===== config.mk =====
export PLATFORM = sky130hd
export DESIGN_NAME = csp_sig_post
export DESIGN_NICKNAME = d
export VERILOG_FILES = /design/src/rtl/csp_sig_post.v
export VERILOG_INCLUDE_DIRS = /design/src /design/src/rtl
export SDC_FILE = /design/constraint.sdc
export NUM_CORES = 1
export LEC_CHECK = 0
export BUFFER_PORTS_ARGS = -buffer_cell sky130_fd_sc_hd__buf_2
export CAP_MARGIN = 20
export CORE_MARGIN = 2
export CORE_UTILIZATION = 50
export DETAILED_ROUTE_END_ITERATION = 8
export PLACE_DENSITY = 0.8
export SYNTH_ARGS = -nofsm -noshare
export SYNTH_HDL_FRONTEND = slang
export SYNTH_SLANG_ARGS = --single-unit

===== constraint.sdc =====
create_clock -name mclk_i -period 4.9 [get_ports mclk_i]
set_clock_uncertainty 0.05 [all_clocks]
set_input_delay 0.49 -clock mclk_i [delete_from_list [all_inputs] [get_ports mclk_i]]
set_output_delay 0.49 -clock mclk_i [all_outputs]
set_load 0.1 [all_outputs]

===== src/rtl/csp_consts.vh =====
// register map, field positions and timing constants of the signature / self-test block
`ifndef CSP_CONSTS_VH
`define CSP_CONSTS_VH

// ----------------------------------------
// register byte offsets
// ----------------------------------------
`define CSP_OFF_MISC 12'h000
`define CSP_OFF_DPOST 12'h004
`define CSP_OFF_STAT 12'h008
`define CSP_OFF_MASK 12'h00c
`define CSP_OFF_CTRL 12'h010
`define CSP_OFF_RUN 12'h014

// ----------------------------------------
// misc_settings fields
// ----------------------------------------
`define CSP_MISC_TIMER 0
`define CSP_MISC_ERRMODE 1
`define CSP_MISC_RST 32'h0000_0000
`define CSP_MISC_MASK 32'h0000_0003

// ----------------------------------------
// digital_selftest_disables fields
// ----------------------------------------
`define CSP_DP_ALL 0
`define CSP_DP_XTAL0_ST 7
`define CSP_DP_XTAL1_ST 8
`define CSP_DP_FREQ_LO 9
`define CSP_DP_FREQ_HI 20
`define CSP_DP_XSW 21
`define CSP_DP_DUAL 22
`define CSP_DP_SIG 23
`define CSP_DP_RST 32'h0000_0002
`define CSP_DP_MASK 32'h00ff_ffff

// ----------------------------------------
// status bits
// ----------------------------------------
`define CSP_ST_FAIL 0
`define CSP_ST_RELOAD 1
`define CSP_ST_DONE 2

// ----------------------------------------
// timing
// ----------------------------------------
`define CSP_CHECK_MS 10
`define CSP_CLK_MHZ 200
`define CSP_CHECK_CYC (`CSP_CHECK_MS * 1000 * `CSP_CLK_MHZ)

`endif


===== src/rtl/csp_sig_post.v =====
// configuration signature check and power-on self-test control
`timescale 1ns/1ps
`include "csp_consts.vh"

// What this block does
// error action zero: mismatch sets failure flag
// software enables failure-to-fault path itself
// error action one: reload flag, outputs off
// software enables reload interrupt itself
// interval zero off, one checks every 10ms
// bit 23 skips signature monitor self test
// bit 22 skips dual crystal failure test
// bit 21 skips crystal switching test
// bits 20:9 skip per-output frequency test
// no monitor selects: frequency test skipped
// software disables unmonitored outputs' tests
// bits 8 and 7 skip crystal short-term tests
// bit 0 disables every digital self test
// failure and reload flags sticky until cleared
module csp_sig_post #(
	parameter CHECK_CYC = `CSP_CHECK_CYC,
	parameter NOUT = 12
) (
	// clock and reset
	input wire mclk_i,
	input wire rst_b_i,
	// apb slave
	input wire psel_i,
	input wire penable_i,
	input wire pwrite_i,
	input wire [11:0] paddr_i,
	input wire [31:0] pwdata_i,
	output wire pready_o,
	output wire pslverr_o,
	output reg [31:0] prdata_o,
	// device state inputs (asynchronous)
	input wire por_start_i,
	input wire sig_mismatch_i,
	input wire reload_done_i,
	input wire xtal0_en_i,
	input wire xtal1_en_i,
	input wire los_cfg_ok_i,
	input wire st_cfg_ok_i,
	input wire [NOUT-1:0] freq_out_sel_i,
	input wire [NOUT-1:0] freq_outb_sel_i,
	// self-test run enables and control outputs
	output reg sig_post_run_o,
	output reg dual_post_run_o,
	output reg xsw_post_run_o,
	output reg [NOUT-1:0] freq_post_run_o,
	output reg xtal0_st_run_o,
	output reg xtal1_st_run_o,
	output reg outputs_off_o,
	output reg reload_req_o,
	output reg sig_check_o,
	output wire fault_o,
	output wire irq_o
);

	// ----------------------------------------
	// input synchronisers
	// ----------------------------------------
	localparam NSYNC = 8 + 2 * NOUT;
	wire [NSYNC-1:0] async_in;
	reg [NSYNC-1:0] sync1_q;
	reg [NSYNC-1:0] sync2_q;
	assign async_in = {freq_outb_sel_i, freq_out_sel_i, st_cfg_ok_i, los_cfg_ok_i,
		xtal1_en_i, xtal0_en_i, reload_done_i, sig_mismatch_i, por_start_i, 1'b0};

	always @(posedge mclk_i or negedge rst_b_i) begin
		if (!rst_b_i) begin
			sync1_q <= {NSYNC{1'b0}};
			sync2_q <= {NSYNC{1'b0}};
		end else begin
			sync1_q <= async_in;
			sync2_q <= sync1_q;
		end
	end

	wire por_s = sync2_q[1];
	wire mism_s = sync2_q[2];
	wire rdone_s = sync2_q[3];
	wire x0_s = sync2_q[4];
	wire x1_s = sync2_q[5];
	wire los_s = sync2_q[6];
	wire st_s = sync2_q[7];
	wire [NOUT-1:0] osel_s = sync2_q[8 +: NOUT];
	wire [NOUT-1:0] obsel_s = sync2_q[8 + NOUT +: NOUT];

	// ----------------------------------------
	// apb register file
	// ----------------------------------------
	reg [31:0] misc_q;
	reg [31:0] dpost_q;
	reg [2:0] stat_q;
	reg [2:0] mask_q;
	reg fault_en_q;
	reg por_q;
	reg mism_q;
	reg [7:0] run_stat;

	wire wr = psel_i & penable_i & pwrite_i;
	wire rd = psel_i & penable_i & ~pwrite_i;
	assign pready_o = 1'b1;

	function hit;
		input [11:0] a;
		input [11:0] off;
		begin
			hit = (a == off);
		end
	endfunction

	wire known = hit(paddr_i, `CSP_OFF_MISC) | hit(paddr_i, `CSP_OFF_DPOST) |
		hit(paddr_i, `CSP_OFF_STAT) | hit(paddr_i, `CSP_OFF_MASK) |
		hit(paddr_i, `CSP_OFF_CTRL) | hit(paddr_i, `CSP_OFF_RUN);
	assign pslverr_o = psel_i & penable_i & ~known;

	always @(posedge mclk_i or negedge rst_b_i) begin
		if (!rst_b_i) begin
			misc_q <= `CSP_MISC_RST;
			dpost_q <= `CSP_DP_RST;
			mask_q <= 3'h0;
			fault_en_q <= 1'b0;
			prdata_o <= 32'h0000_0000;
		end else begin
			if (wr && hit(paddr_i, `CSP_OFF_MISC))
				misc_q <= pwdata_i & `CSP_MISC_MASK;
			if (wr && hit(paddr_i, `CSP_OFF_DPOST))
				dpost_q <= pwdata_i & `CSP_DP_MASK;
			if (wr && hit(paddr_i, `CSP_OFF_MASK))
				mask_q <= pwdata_i[2:0];
			if (wr && hit(paddr_i, `CSP_OFF_CTRL))
				fault_en_q <= pwdata_i[0];
			if (psel_i && !penable_i && !pwrite_i) begin
				// data registered in setup so it is stable in the access cycle
				case (1'b1)
				hit(paddr_i, `CSP_OFF_MISC): prdata_o <= misc_q;
				hit(paddr_i, `CSP_OFF_DPOST): prdata_o <= dpost_q;
				hit(paddr_i, `CSP_OFF_STAT): prdata_o <= {29'h0, stat_q};
				hit(paddr_i, `CSP_OFF_MASK): prdata_o <= {29'h0, mask_q};
				hit(paddr_i, `CSP_OFF_CTRL): prdata_o <= {31'h0, fault_en_q};
				hit(paddr_i, `CSP_OFF_RUN): prdata_o <= {24'h0, run_stat};
				default: prdata_o <= 32'h0000_0000;
				endcase
			end
		end
	end

	// ----------------------------------------
	// periodic signature check
	// ----------------------------------------
	localparam S_IDLE = 3'b001;
	localparam S_WAIT = 3'b010;
	localparam S_RELOAD = 3'b100;
	reg [2:0] state_q;
	reg [31:0] tmr_q;
	wire tick = (tmr_q == CHECK_CYC - 1);
	wire mism_rise = mism_s & ~mism_q;
	wire err_fail = mism_rise & (state_q == S_WAIT) & ~misc_q[`CSP_MISC_ERRMODE];
	wire err_reload = mism_rise & (state_q == S_WAIT) & misc_q[`CSP_MISC_ERRMODE];
	wire post_go = por_s & ~por_q;
	wire rd_stat = rd & hit(paddr_i, `CSP_OFF_STAT);

	always @(posedge mclk_i or negedge rst_b_i) begin
		if (!rst_b_i) begin
			state_q <= S_IDLE;
			tmr_q <= 32'h0;
			sig_check_o <= 1'b0;
			outputs_off_o <= 1'b0;
			reload_req_o <= 1'b0;
			mism_q <= 1'b0;
			por_q <= 1'b0;
		end else begin
			mism_q <= mism_s;
			por_q <= por_s;
			sig_check_o <= 1'b0;
			case (state_q)
			S_IDLE: begin
				tmr_q <= 32'h0;
				if (misc_q[`CSP_MISC_TIMER])
					state_q <= S_WAIT;
			end
			S_WAIT: begin
				if (!misc_q[`CSP_MISC_TIMER]) begin
					state_q <= S_IDLE;
				end else if (err_reload) begin
					state_q <= S_RELOAD;
					outputs_off_o <= 1'b1;
					reload_req_o <= 1'b1;
				end else if (tick) begin
					tmr_q <= 32'h0;
					sig_check_o <= 1'b1;
				end else begin
					tmr_q <= tmr_q + 32'h1;
				end
			end
			S_RELOAD: begin
				// outputs stay off until the reload and restart complete
				if (rdone_s) begin
					outputs_off_o <= 1'b0;
					reload_req_o <= 1'b0;
					state_q <= S_IDLE;
				end
			end
			default: state_q <= S_IDLE;
			endcase
		end
	end

	// ----------------------------------------
	// sticky status and interrupt
	// ----------------------------------------
	wire [2:0] ev = {post_go, err_reload, err_fail};
	always @(posedge mclk_i or negedge rst_b_i) begin
		if (!rst_b_i)
			stat_q <= 3'h0;
		else
			stat_q <= (rd_stat ? 3'h0 : stat_q) | ev;
	end
	assign irq_o = |(stat_q & mask_q);
	assign fault_o = fault_en_q & stat_q[`CSP_ST_FAIL];

	// ----------------------------------------
	// self-test run selection
	// ----------------------------------------
	// a test launches on the trigger unless the master or its own disable is set
	function may_run;
		input trig;
		input master_off;
		input own_off;
		begin
			may_run = trig & ~master_off & ~own_off;
		end
	endfunction

	wire all_off = dpost_q[`CSP_DP_ALL];
	wire both_x = x0_s & x1_s;
	wire any_sel = |(osel_s | obsel_s);
	wire [NOUT-1:0] fdis = dpost_q[`CSP_DP_FREQ_HI:`CSP_DP_FREQ_LO];

	// crystal tests need both crystals plus their monitor set up
	wire los_ready = both_x & los_s;
	wire st_ready = both_x & st_s;

	wire sig_run_d = may_run(post_go, all_off, dpost_q[`CSP_DP_SIG]);
	wire dual_run_d = may_run(post_go, all_off, dpost_q[`CSP_DP_DUAL]) & los_ready;
	wire xsw_run_d = may_run(post_go, all_off, dpost_q[`CSP_DP_XSW]) & los_ready;
	wire x0_run_d = may_run(post_go, all_off, dpost_q[`CSP_DP_XTAL0_ST]) & st_ready;
	wire x1_run_d = may_run(post_go, all_off, dpost_q[`CSP_DP_XTAL1_ST]) & st_ready;
	// software must disable outputs it does not monitor; not checked here
	wire [NOUT-1:0] freq_run_d;

	// per-output frequency tests; no selected monitor at all skips every one
	genvar gi;
	generate
		for (gi = 0; gi < NOUT; gi = gi + 1) begin : g_freq
			assign freq_run_d[gi] = may_run(post_go, all_off, fdis[gi]) & any_sel;
		end
	endgenerate

	// ----------------------------------------
	// launch pulses
	// ----------------------------------------
	// the trigger is an edge of a synchronised level, so a second one
	// cannot follow at once: every pulse is exactly one cycle wide
	// signature monitor test
	always @(posedge mclk_i or negedge rst_b_i) begin
		if (!rst_b_i) begin
			sig_post_run_o <= 1'b0;
		end else begin
			sig_post_run_o <= sig_run_d;
		end
	end

	// dual crystal failure test
	always @(posedge mclk_i or negedge rst_b_i) begin
		if (!rst_b_i) begin
			dual_post_run_o <= 1'b0;
		end else begin
			dual_post_run_o <= dual_run_d;
		end
	end

	// crystal switching test
	always @(posedge mclk_i or negedge rst_b_i) begin
		if (!rst_b_i) begin
			xsw_post_run_o <= 1'b0;
		end else begin
			xsw_post_run_o <= xsw_run_d;
		end
	end

	// crystal zero short-term test
	always @(posedge mclk_i or negedge rst_b_i) begin
		if (!rst_b_i) begin
			xtal0_st_run_o <= 1'b0;
		end else begin
			xtal0_st_run_o <= x0_run_d;
		end
	end

	// crystal one short-term test
	always @(posedge mclk_i or negedge rst_b_i) begin
		if (!rst_b_i) begin
			xtal1_st_run_o <= 1'b0;
		end else begin
			xtal1_st_run_o <= x1_run_d;
		end
	end

	// per-output frequency tests
	always @(posedge mclk_i or negedge rst_b_i) begin
		if (!rst_b_i) begin
			freq_post_run_o <= {NOUT{1'b0}};
		end else begin
			freq_post_run_o <= freq_run_d;
		end
	end

	// ----------------------------------------
	// run status copy
	// ----------------------------------------
	// the pulses are gone long before software can read them, so a copy is
	// taken one cycle after the trigger and held until the next trigger;
	// reading it has no side effect
	reg launch_q;
	reg [5:0] runst_q;
	wire [5:0] launch_vec = {xtal1_st_run_o, xtal0_st_run_o, |freq_post_run_o,
		xsw_post_run_o, dual_post_run_o, sig_post_run_o};

	always @(posedge mclk_i or negedge rst_b_i) begin
		if (!rst_b_i) begin
			launch_q <= 1'b0;
			runst_q <= 6'h00;
		end else begin
			launch_q <= post_go;
			if (launch_q)
				runst_q <= launch_vec;
		end
	end

	always @* begin
		run_stat = {2'b00, runst_q};
	end

endmodule


# Word level (Yosys, flattened, before mapping)
# Cells that the tools add are included.
# totals
register_bits	190
inputBits	80
output_inout_bits	56
word_cells	158
# classes
n_addsub	1
eq_ne	15
muxes	24
bitwise_logic	79
n_reduce_logical	17
# op_table
cell	count
$mux 32	3
$pmux 32 s2	1
$and 1x1->1	48
$mux 24	2
$add 32x1->32 const B	1
$eq 32x21->1 const B	1
$eq 12x4->1 const B	2
$eq 12x5->1 const B	2
$mux 6	4
$reduce_or 12->1	2
$not 1->1	23
$mux 3	5
$eq 12x3->1 const B	1
$logic_not 12->1	1
$or 12x12->12	1
$ne 2x2->1 const B	5
$pmux 3 s3	1
$mux 1	7
$logic_and 1x1->1	6
$reduce_and 3->1	2
$or 1x1->1	5
$reduce_and 4->1	1
$reduce_bool 2->1	2
$and 3x3->3	1
other kinds (8)	9

# Depth between registers and ports, before layout
# Gate-level depths: netlist of run 1.
# logic_depth
word_depth	8
ltp_mapped	8
ltp_nobuf	6

# Worst setup path before layout of run 1
# OpenSTA, ideal clock, no wires.
# synth_path
path_type	input to output
startpoint	input port paddr_i[4]
endpoint	output port pslverr_o
arrival_time_ps	2178
path_slack_ps	2182
stages	3
path_cell_list	buf_1 a21oi_1 nor2_1
# synth_via
elab_chain_len	8
word_cells_on_any_way	13
classes_between	eq/ne: 5; bitwise: 7; reduce/logical: 1
# synth_rtl
item	line	text
from (decl)	csp_sig_post.v:31	input wire [11:0] paddr_i,
$eq 12x3->1 / $logic_not 12->1 (equally long branches)	csp_sig_post.v:110	hit = (a == off);
$or 1x1->1 (4 in series)	csp_sig_post.v:114	wire known = hit(paddr_i, `CSP_OFF_MISC) | hit(paddr_i, `CSP_OFF_DPOST) |
$or 1x1->1 *	csp_sig_post.v:114	
$not 1->1 *	csp_sig_post.v:117	assign pslverr_o = psel_i & penable_i & ~known;
$and 1x1->1 *	csp_sig_post.v:117	
to (decl)	csp_sig_post.v:34	output wire pslverr_o,
# Mark *: on every way between the ends. The rest lies on a longest branch, timed or not.

# Final worst setup path of run 1
# layout_path
startpoint	register tmr_q[24]
endpoint	register tmr_q[12]
# layout_via
elab_chain_len	5
# layout_rtl
item	line	text
from (decl)	csp_sig_post.v:157	reg [31:0] tmr_q;
from (signal assigned)	csp_sig_post.v:195	tmr_q <= tmr_q + 32'h1;
$eq 32x21->1	csp_sig_post.v:158	wire tick = (tmr_q == CHECK_CYC - 1);
$mux 32	csp_sig_post.v:191	end else if (tick) begin
$mux 32	csp_sig_post.v:187	end else if (err_reload) begin
$mux 32	csp_sig_post.v:185	if (!misc_q[`CSP_MISC_TIMER]) begin
$pmux 32 s2	csp_sig_post.v:178	case (state_q)
# Every way passes these cells. The select of a mux whose other input is x is not followed.
# A chain may end at the register's enable or synchronous reset.

==> impl_results.md, run 1 <==
* Post-CTS Hold Buffers at 0
* Crit Path Category: reg -> reg
* Placeable Area at 13770 sq um
* Post-DP HPWL at 10190 um
* Boundary Pins at 136
* Hold Path Class: in -> reg
* TritonRoute pass-1 iters at 8
* CP Data Required Time at 5.13 ns
* Detailed-route via count at around 4900
* Starting Density at 50.74%
* Maximum vdd drop at 0.0002821 V
* Sequential share of the synthesized area at around two thirds
* CP endpoint kind: flip-flop
* Initial antenna violation count at 0
* Die W at 122.2 um
* Synth cell count leaders: 180 x dfrtp_1, 51 x nor2_1, 35 x mux2_2, 27 x a31oi_1, 27 x nand2_1
* Total global routing overflow at 0
* RSZ-0062 raised after global routing: no
* Diodes inserted at 0
* #FFs+latches synth at 182
* CTS max path bufs at 2
* Setup TNS at 0 ns
* Synthesis Warnings at 0
* Yosys top cell by area: dfrtp_1
* 1st-iter DRT viols at 357
* Minimum clock period at 2.964 ns
* Final worst slack at just under 2 ns
* Max_cap viols at 0
* Post-Route WL at 15180 um
* First-pass GRT wire length at around 24000 um
* Post-CTS repair timing setup buffer count at 0
* Lkg Pwr at ~0.0040 uW
* Tot Pwr at approximately 3200 uW
* Setup crit start kind: flip-flop
* Synthesized area per cell at 12.71 sq um
* Synth top area cells: dfrtp_1 64%, mux2_2 5.6%, nor2_1 2.7%, a31oi_1 2.4%, a22o_1 2.4%
* Pwr/cell area at ~380 nW/um^2
* Clock root buffer master: clkbuf_16
* Post-route ant nets at 0
* Clk slew on worst S/H paths at around 0.07 ns
* Number of synthesized flops with an enable pin at 0
* Area grow syn2layout at 20.27%
* TritonCTS clock tree: done
* RD Place Congestion at 0.8652
* Rel. slew slack at a little over a third
* Share of cells above drive strength 1 at 30.07%
* Pin count of the biggest net entering global routing at around 130
* Highest Clock Rate at about 340 MHz
* Total Die Area at 14940 sq um
* DRC violations left at 0
* Count leader, synth: dfrtp_1
* Synthesized cell area at around 7000 sq um
* Post-synth cell types at 55
* Clock sinks at 182
* Tightest Pin Transition at 0.9588 ns
* Instance count of the mapped netlist at between 500 and 600
* Ys async rst share at 100.0%
* Num CTS Buffers at 17
* Worst path arrival time at 3.20 ns
* GRT Util Overall at around 21%
* DR vias/cell at between 5 and 6
* Pre-CTS setup slack at 1.996 ns
* Status: finished, final reports clean
* # rows at 43
* H-tree depth at 4
* Routed len/inst at 17.54 um
* Fin. Hold Viols at 0
* Final period util at 60.49%
* Setup violations, final at 0
* Worst-path maximum fanout at 27
* Filler cells at about 1100
* Layout net count at 753
* Top FF cell, synth: dfrtp_1
* Slew Viols, Final at 0
* Clk_lat worst skew at 0.42 ns
* Number of global-route vias before repair at 4895
* Die Y at 122.2 um
* Post-CTS sizing at 0
* Synth top area share at 64.46%
* Port Buffers at ~120
final cells by class:
class | count | area (sq um) | area share [%]
sequential | 182 | 4557 | 54.22
multi-input combinational | 341 | 2270 | 27.01
timing repair buffer | 126 | 679.4 | 8.084
clock buffer | 19 | 452.9 | 5.389
tap | 180 | 225.2 | 2.680
clock inverter | 13 | 205.2 | 2.442
inverter | 4 | 15.01 | 0.1787
report_power, final:
part           internal, uW  switching, uW
combinational          39.3            138
clock                   900            591
sequential             1540           15.3
cell usage in the layout (no fill, tap or decap), drive strengths merged, types with 2 or more instances in the layout:
cell,netlist,layout
a41oi,5,5
o2bb2ai,2,2
nand4,16,16
and2,2,2
nor3,19,19
nor2,51,51
bufinv,0,4
and3,6,6
mux2,35,35
or3b,4,4
or3,6,6
nor2b,6,6
nand2,27,27
dfrtp,180,180
nor3b,3,3
a22o,19,19
mux2i,6,6
inv,4,11
nand3,19,19
xor2,7,7
nand2b,5,5
dfstp,2,2
clkbuf,13,19
and4,3,3
or4,3,3
nor4,21,21
xnor2,7,7
a21o,2,2
conb,2,9
a21oi,9,9
buf,17,125
a31oi,27,27
o21ai,9,9
path summary, 6_finish.rpt:
check	slack (ns)	endpoint	start	cells past startpoint
setup / recovery	1.94	tmr_q[12]$_DFFE_PN0P_	tmr_q[24]$_DFFE_PN0P_	5
hold reg to reg	0.30	sync2_q[20]$_DFF_PN0_	sync1_q[20]$_DFF_PN0_	0
min in group asynchronous	0.51	reload_req_o$_DFFE_PN0P_	rst_b_i	2
setup reg to reg	1.94	tmr_q[12]$_DFFE_PN0P_	tmr_q[24]$_DFFE_PN0P_	5
hold / removal	0.12	sync1_q[2]$_DFF_PN0_	sig_mismatch_i	1
max in group asynchronous	2.87	sync2_q[8]$_DFF_PN0_	rst_b_i	4
kinds of logic after synthesis:
kind of cell,share of synthesized area (%)
and+or+nand+nor,14.65
AOI/OAI and AO/OA,8.344
other,0.1075
xor gates and xnor gates,1.755
DFF,65.21
adders and majority gates,0.1790
muxes,6.822
buffers and inverters,2.936
state kept, by name (all words and copies together) (netlist names), 2 cells and up:
name and flops:
state_q 3, stat_q 3, misc_q 2, freq_post_run_o 12
dpost_q 24, prdata_o 24, tmr_q 32, runst_q 6
sync1_q 31, sync2_q 31, mask_q 3
per-layer routing:
metal | vias up | track usage, % | wire length, um
li1 | 2238 | - | -
met1 | 2452 | 26.99 | 5995
met2 | 203 | 35.97 | 7801
met3 | 17 | 6.506 | 1186
met4 | 0 | 6.753 | 191
met5 | - | 0 | 0
worst max-delay path: stages, from the launching register on:
cell and delay, ns:
dfrtp_1 0.46, or4b_1 0.48, or4_1 0.42, or3_1 0.79, a21oi_4 0.51, nor2_1 0.12
per-stage QoR:
stage	hold WS (ns)	area (sq um)	utilization, %	cells
2_1_floorplan	0.1444	7014	-	557
6_report	0.1188	8404	61.02	865
3_5_place_dp	0.2864	7709	55.97	831
4_1_cts	0.1007	8367	60.75	863
5_1_grt	0.09902	8404	61.02	865
3_3_place_gp	0.2833	7709	55.97	831
No activity file was read; power rests on OpenSTA's default activity.
==> inputs of run 2 (changes only) <==
==> constraint.sdc (replaced) <==
create_clock -name mclk_i -period 2.99 [get_ports mclk_i]
set_clock_uncertainty 0.05 [all_clocks]
set_input_delay 0.299 -clock mclk_i [delete_from_list [all_inputs] [get_ports mclk_i]]
set_output_delay 0.299 -clock mclk_i [all_outputs]
set_load 0.1 [all_outputs]
==> run 2 against run 1 <==
Compared with the run above: routed wire length up 8.3%; sequential share of layout area down 1.7 points; clock power up 52%; largest cell class unchanged; largest power group unchanged.
==> impl_results.md, run 2 (synthesis gave the netlist of run 1 again) <==
* Status: finished, final reports clean
* DRC violations left at 0
* RD Place Congestion at 0.8698
* Clock root buffer master: clkbuf_16
* Worst-path maximum fanout at 10
* Diodes inserted at 0
* Pwr/cell area at 591.4 nW/um^2
* Placeable Area at between 10000 and 15000 sq um
* Highest cell delay on the worst timing path at 0.54 ns
* Detailed-route via count at 5153
* Register area at 4557 sq um
* Clock power share at 44.0%
* CP endpoint kind: flip-flop
* Pin count of the biggest net entering global routing at 84
* Start point of the worst hold path: pwdata_i[22]
* Number of global-route vias before repair at around 5400
* Most common cell after layout, fill and taps aside: dfrtp_1
* Max_cap viols at 0
* Total Die Area at 14940 sq um
* Routed len/inst at between 15 and 20 um
* Net Sw Frac at 25.66%
* Initial antenna violation count at 0
* Reg-to-Reg Start: tmr_q[25]$_DFFE_PN0P_
* Minimum clock period at between 2 and 3 ns
* Maximum vdd drop at 0.0005103 V
* Max reg flops at 32
* Tightest Pin Transition at ~0.87 ns
* Multi-input gate area at 2270 sq um
* Cell Count Post-Placement at 836
* Origin of the worst setup path: tmr_q[25]$_DFFE_PN0P_
* Num CTS Buffers at 17
* Most flops, register: tmr_q
* NetSw at 1317 uW
* Setup crit start kind: flip-flop
* First-pass GRT wire length at 26690 um
* 1st-iter DRT viols at 281
* Final worst slack at 0.3576 ns
* # rows at 43
* Hold Path Class: in -> reg
* Lkg Pwr at 0.004111 uW
* Fin. Hold Viols at 0
* Total global routing overflow at 0
* TritonRoute pass-1 iters at 4
* Sequential power share at 49.6%
* Final Cell Area at 8680 sq um
* Area grow syn2layout at 24.21%
* Port Buffers at ~120
* Non-filler cells, final at 900
* Post-route ant nets at 0
* RSZ-0062 raised after global routing: no
* Die W at 122.2 um
* Biggest regs: tmr_q: 32 flops, sync1_q: 31 flops, sync2_q: 31 flops
* Filler cells at 1000
* Internal power at 3815 uW
* Crit Path Category: reg -> reg
* Die Y at around 120 um
* Post-DP HPWL at 10490 um
* Clk slew on worst S/H paths at 0.08 ns
* Slew Viols, Final at 0
* Final period util at 88.04%
* Layout net count at 788
* Clock sinks at 182
* Most frequent cells in the layout: 180 x dfrtp_1, 117 x buf_2, 51 x nor2_1, 35 x mux2_2, 32 x dlygate4sd3_1
* Starting Density at around half
* CP Cell Sequence: or4b_1 -> or4_1 -> or3_1 -> buf_4 -> a41oi_1 -> a31oi_1
* Clk_lat worst skew at 0.43 ns
* Boundary Pins at 136
* H-tree depth at 4
* Post-placement cell area at 7759 sq um
* CTS max path bufs at 2
* Setup violations, final at 0
* Highest Clock Rate at 379.9 MHz
* Pre-CTS setup slack at 0.3670 ns
* Setup TNS at 0 ns
* CP Data Required Time at 3.23 ns
* Post-Route WL at 16440 um
* Slowest CP cell: or3_1
* DR vias/cell at about 5.7
* TritonCTS clock tree: done
* Worst path arrival time at 2.87 ns
* Rel. slew slack at 41.79%
* GRT Util Overall at 23.44%
* Share of cells above drive strength 1 at between 20 and 30%
* Tot Pwr at between 5000 and 6000 uW
* Combinational cell fraction of total power at under 10%
## run 2: cell count changes in the layout (fill, tap and decap cells not counted), sizes merged
cell         previous run  this run
bufinv                  4         1
inv                    11        15
clkbuf                 19        17
clkinv                  1         2
dlygate4sd3             1        32
buf                   125       129
## run 2: through the flow
stage / utilization, % / hold slack [ns]
floorplan: - / -0.04659
global placement: 56.33 / 0.2848
detailed placement: 56.33 / 0.2847
CTS: 63.02 / 0.02566
global route: 63.02 / 0.04128
finish: 63.02 / 0.04634
## run 2: worst paths after layout
check | end | slack (ns) | cells past startpoint
worst max-delay path | tmr_q[4]$_DFFE_PN0P_ | 0.36 | 6
worst min-delay path | dpost_q[22]$_DFFE_PN0P_ | 0.05 | 2
worst max register to register | tmr_q[4]$_DFFE_PN0P_ | 0.36 | 6
worst min register to register | sync2_q[24]$_DFF_PN0_ | 0.30 | 0
max in group asynchronous | dpost_q[1]$_DFFE_PN1P_ | 1.63 | 3
min in group asynchronous | prdata_o[3]$_DFFE_PN0P_ | 0.44 | 2
## run 2: repair_timing
action,4_1_cts,5_1_grt
hold endpoints to repair,110,0
resized for setup,0,0
hold buffers,32,0
setup buffers,0,0
## run 2: metal layers
metal	track usage (%)	wire length (um)
met5	0	0
met2	40.07	8457
met1	28.84	6527
met3	6.691	1212
met4	7.615	244
## run 2: area by class of cell
| cell class | count | area share [%] |
|---|---|---|
| flip-flops and latches | 182 | 52.50 |
| multi-input cells | 341 | 26.15 |
| repair buffers | 161 | 11.66 |
| clock buffers | 17 | 4.901 |
| well taps | 180 | 2.595 |
| clock inverters | 15 | 2.018 |
| inverters | 4 | 0.1730 |
## run 2: critical path, delay by kind of cell (launching register included)
kind,cells,cell delay [ns]
AND/OR/NAND/NOR,3,1.48
buffers and inverters,1,0.24
AO/OA/AOI/OAI,2,0.29
flip-flops,1,0.44
## run 2: power groups by stage
stage	clock network [uW]	logic, uW	registers [uW]
2_1_floorplan	0	103	2660
3_3_place_gp	0	290	2590
3_5_place_dp	0	295	2590
4_1_cts	2280	328	2540
5_1_grt	2390	353	2550
6_report	2260	329	2540
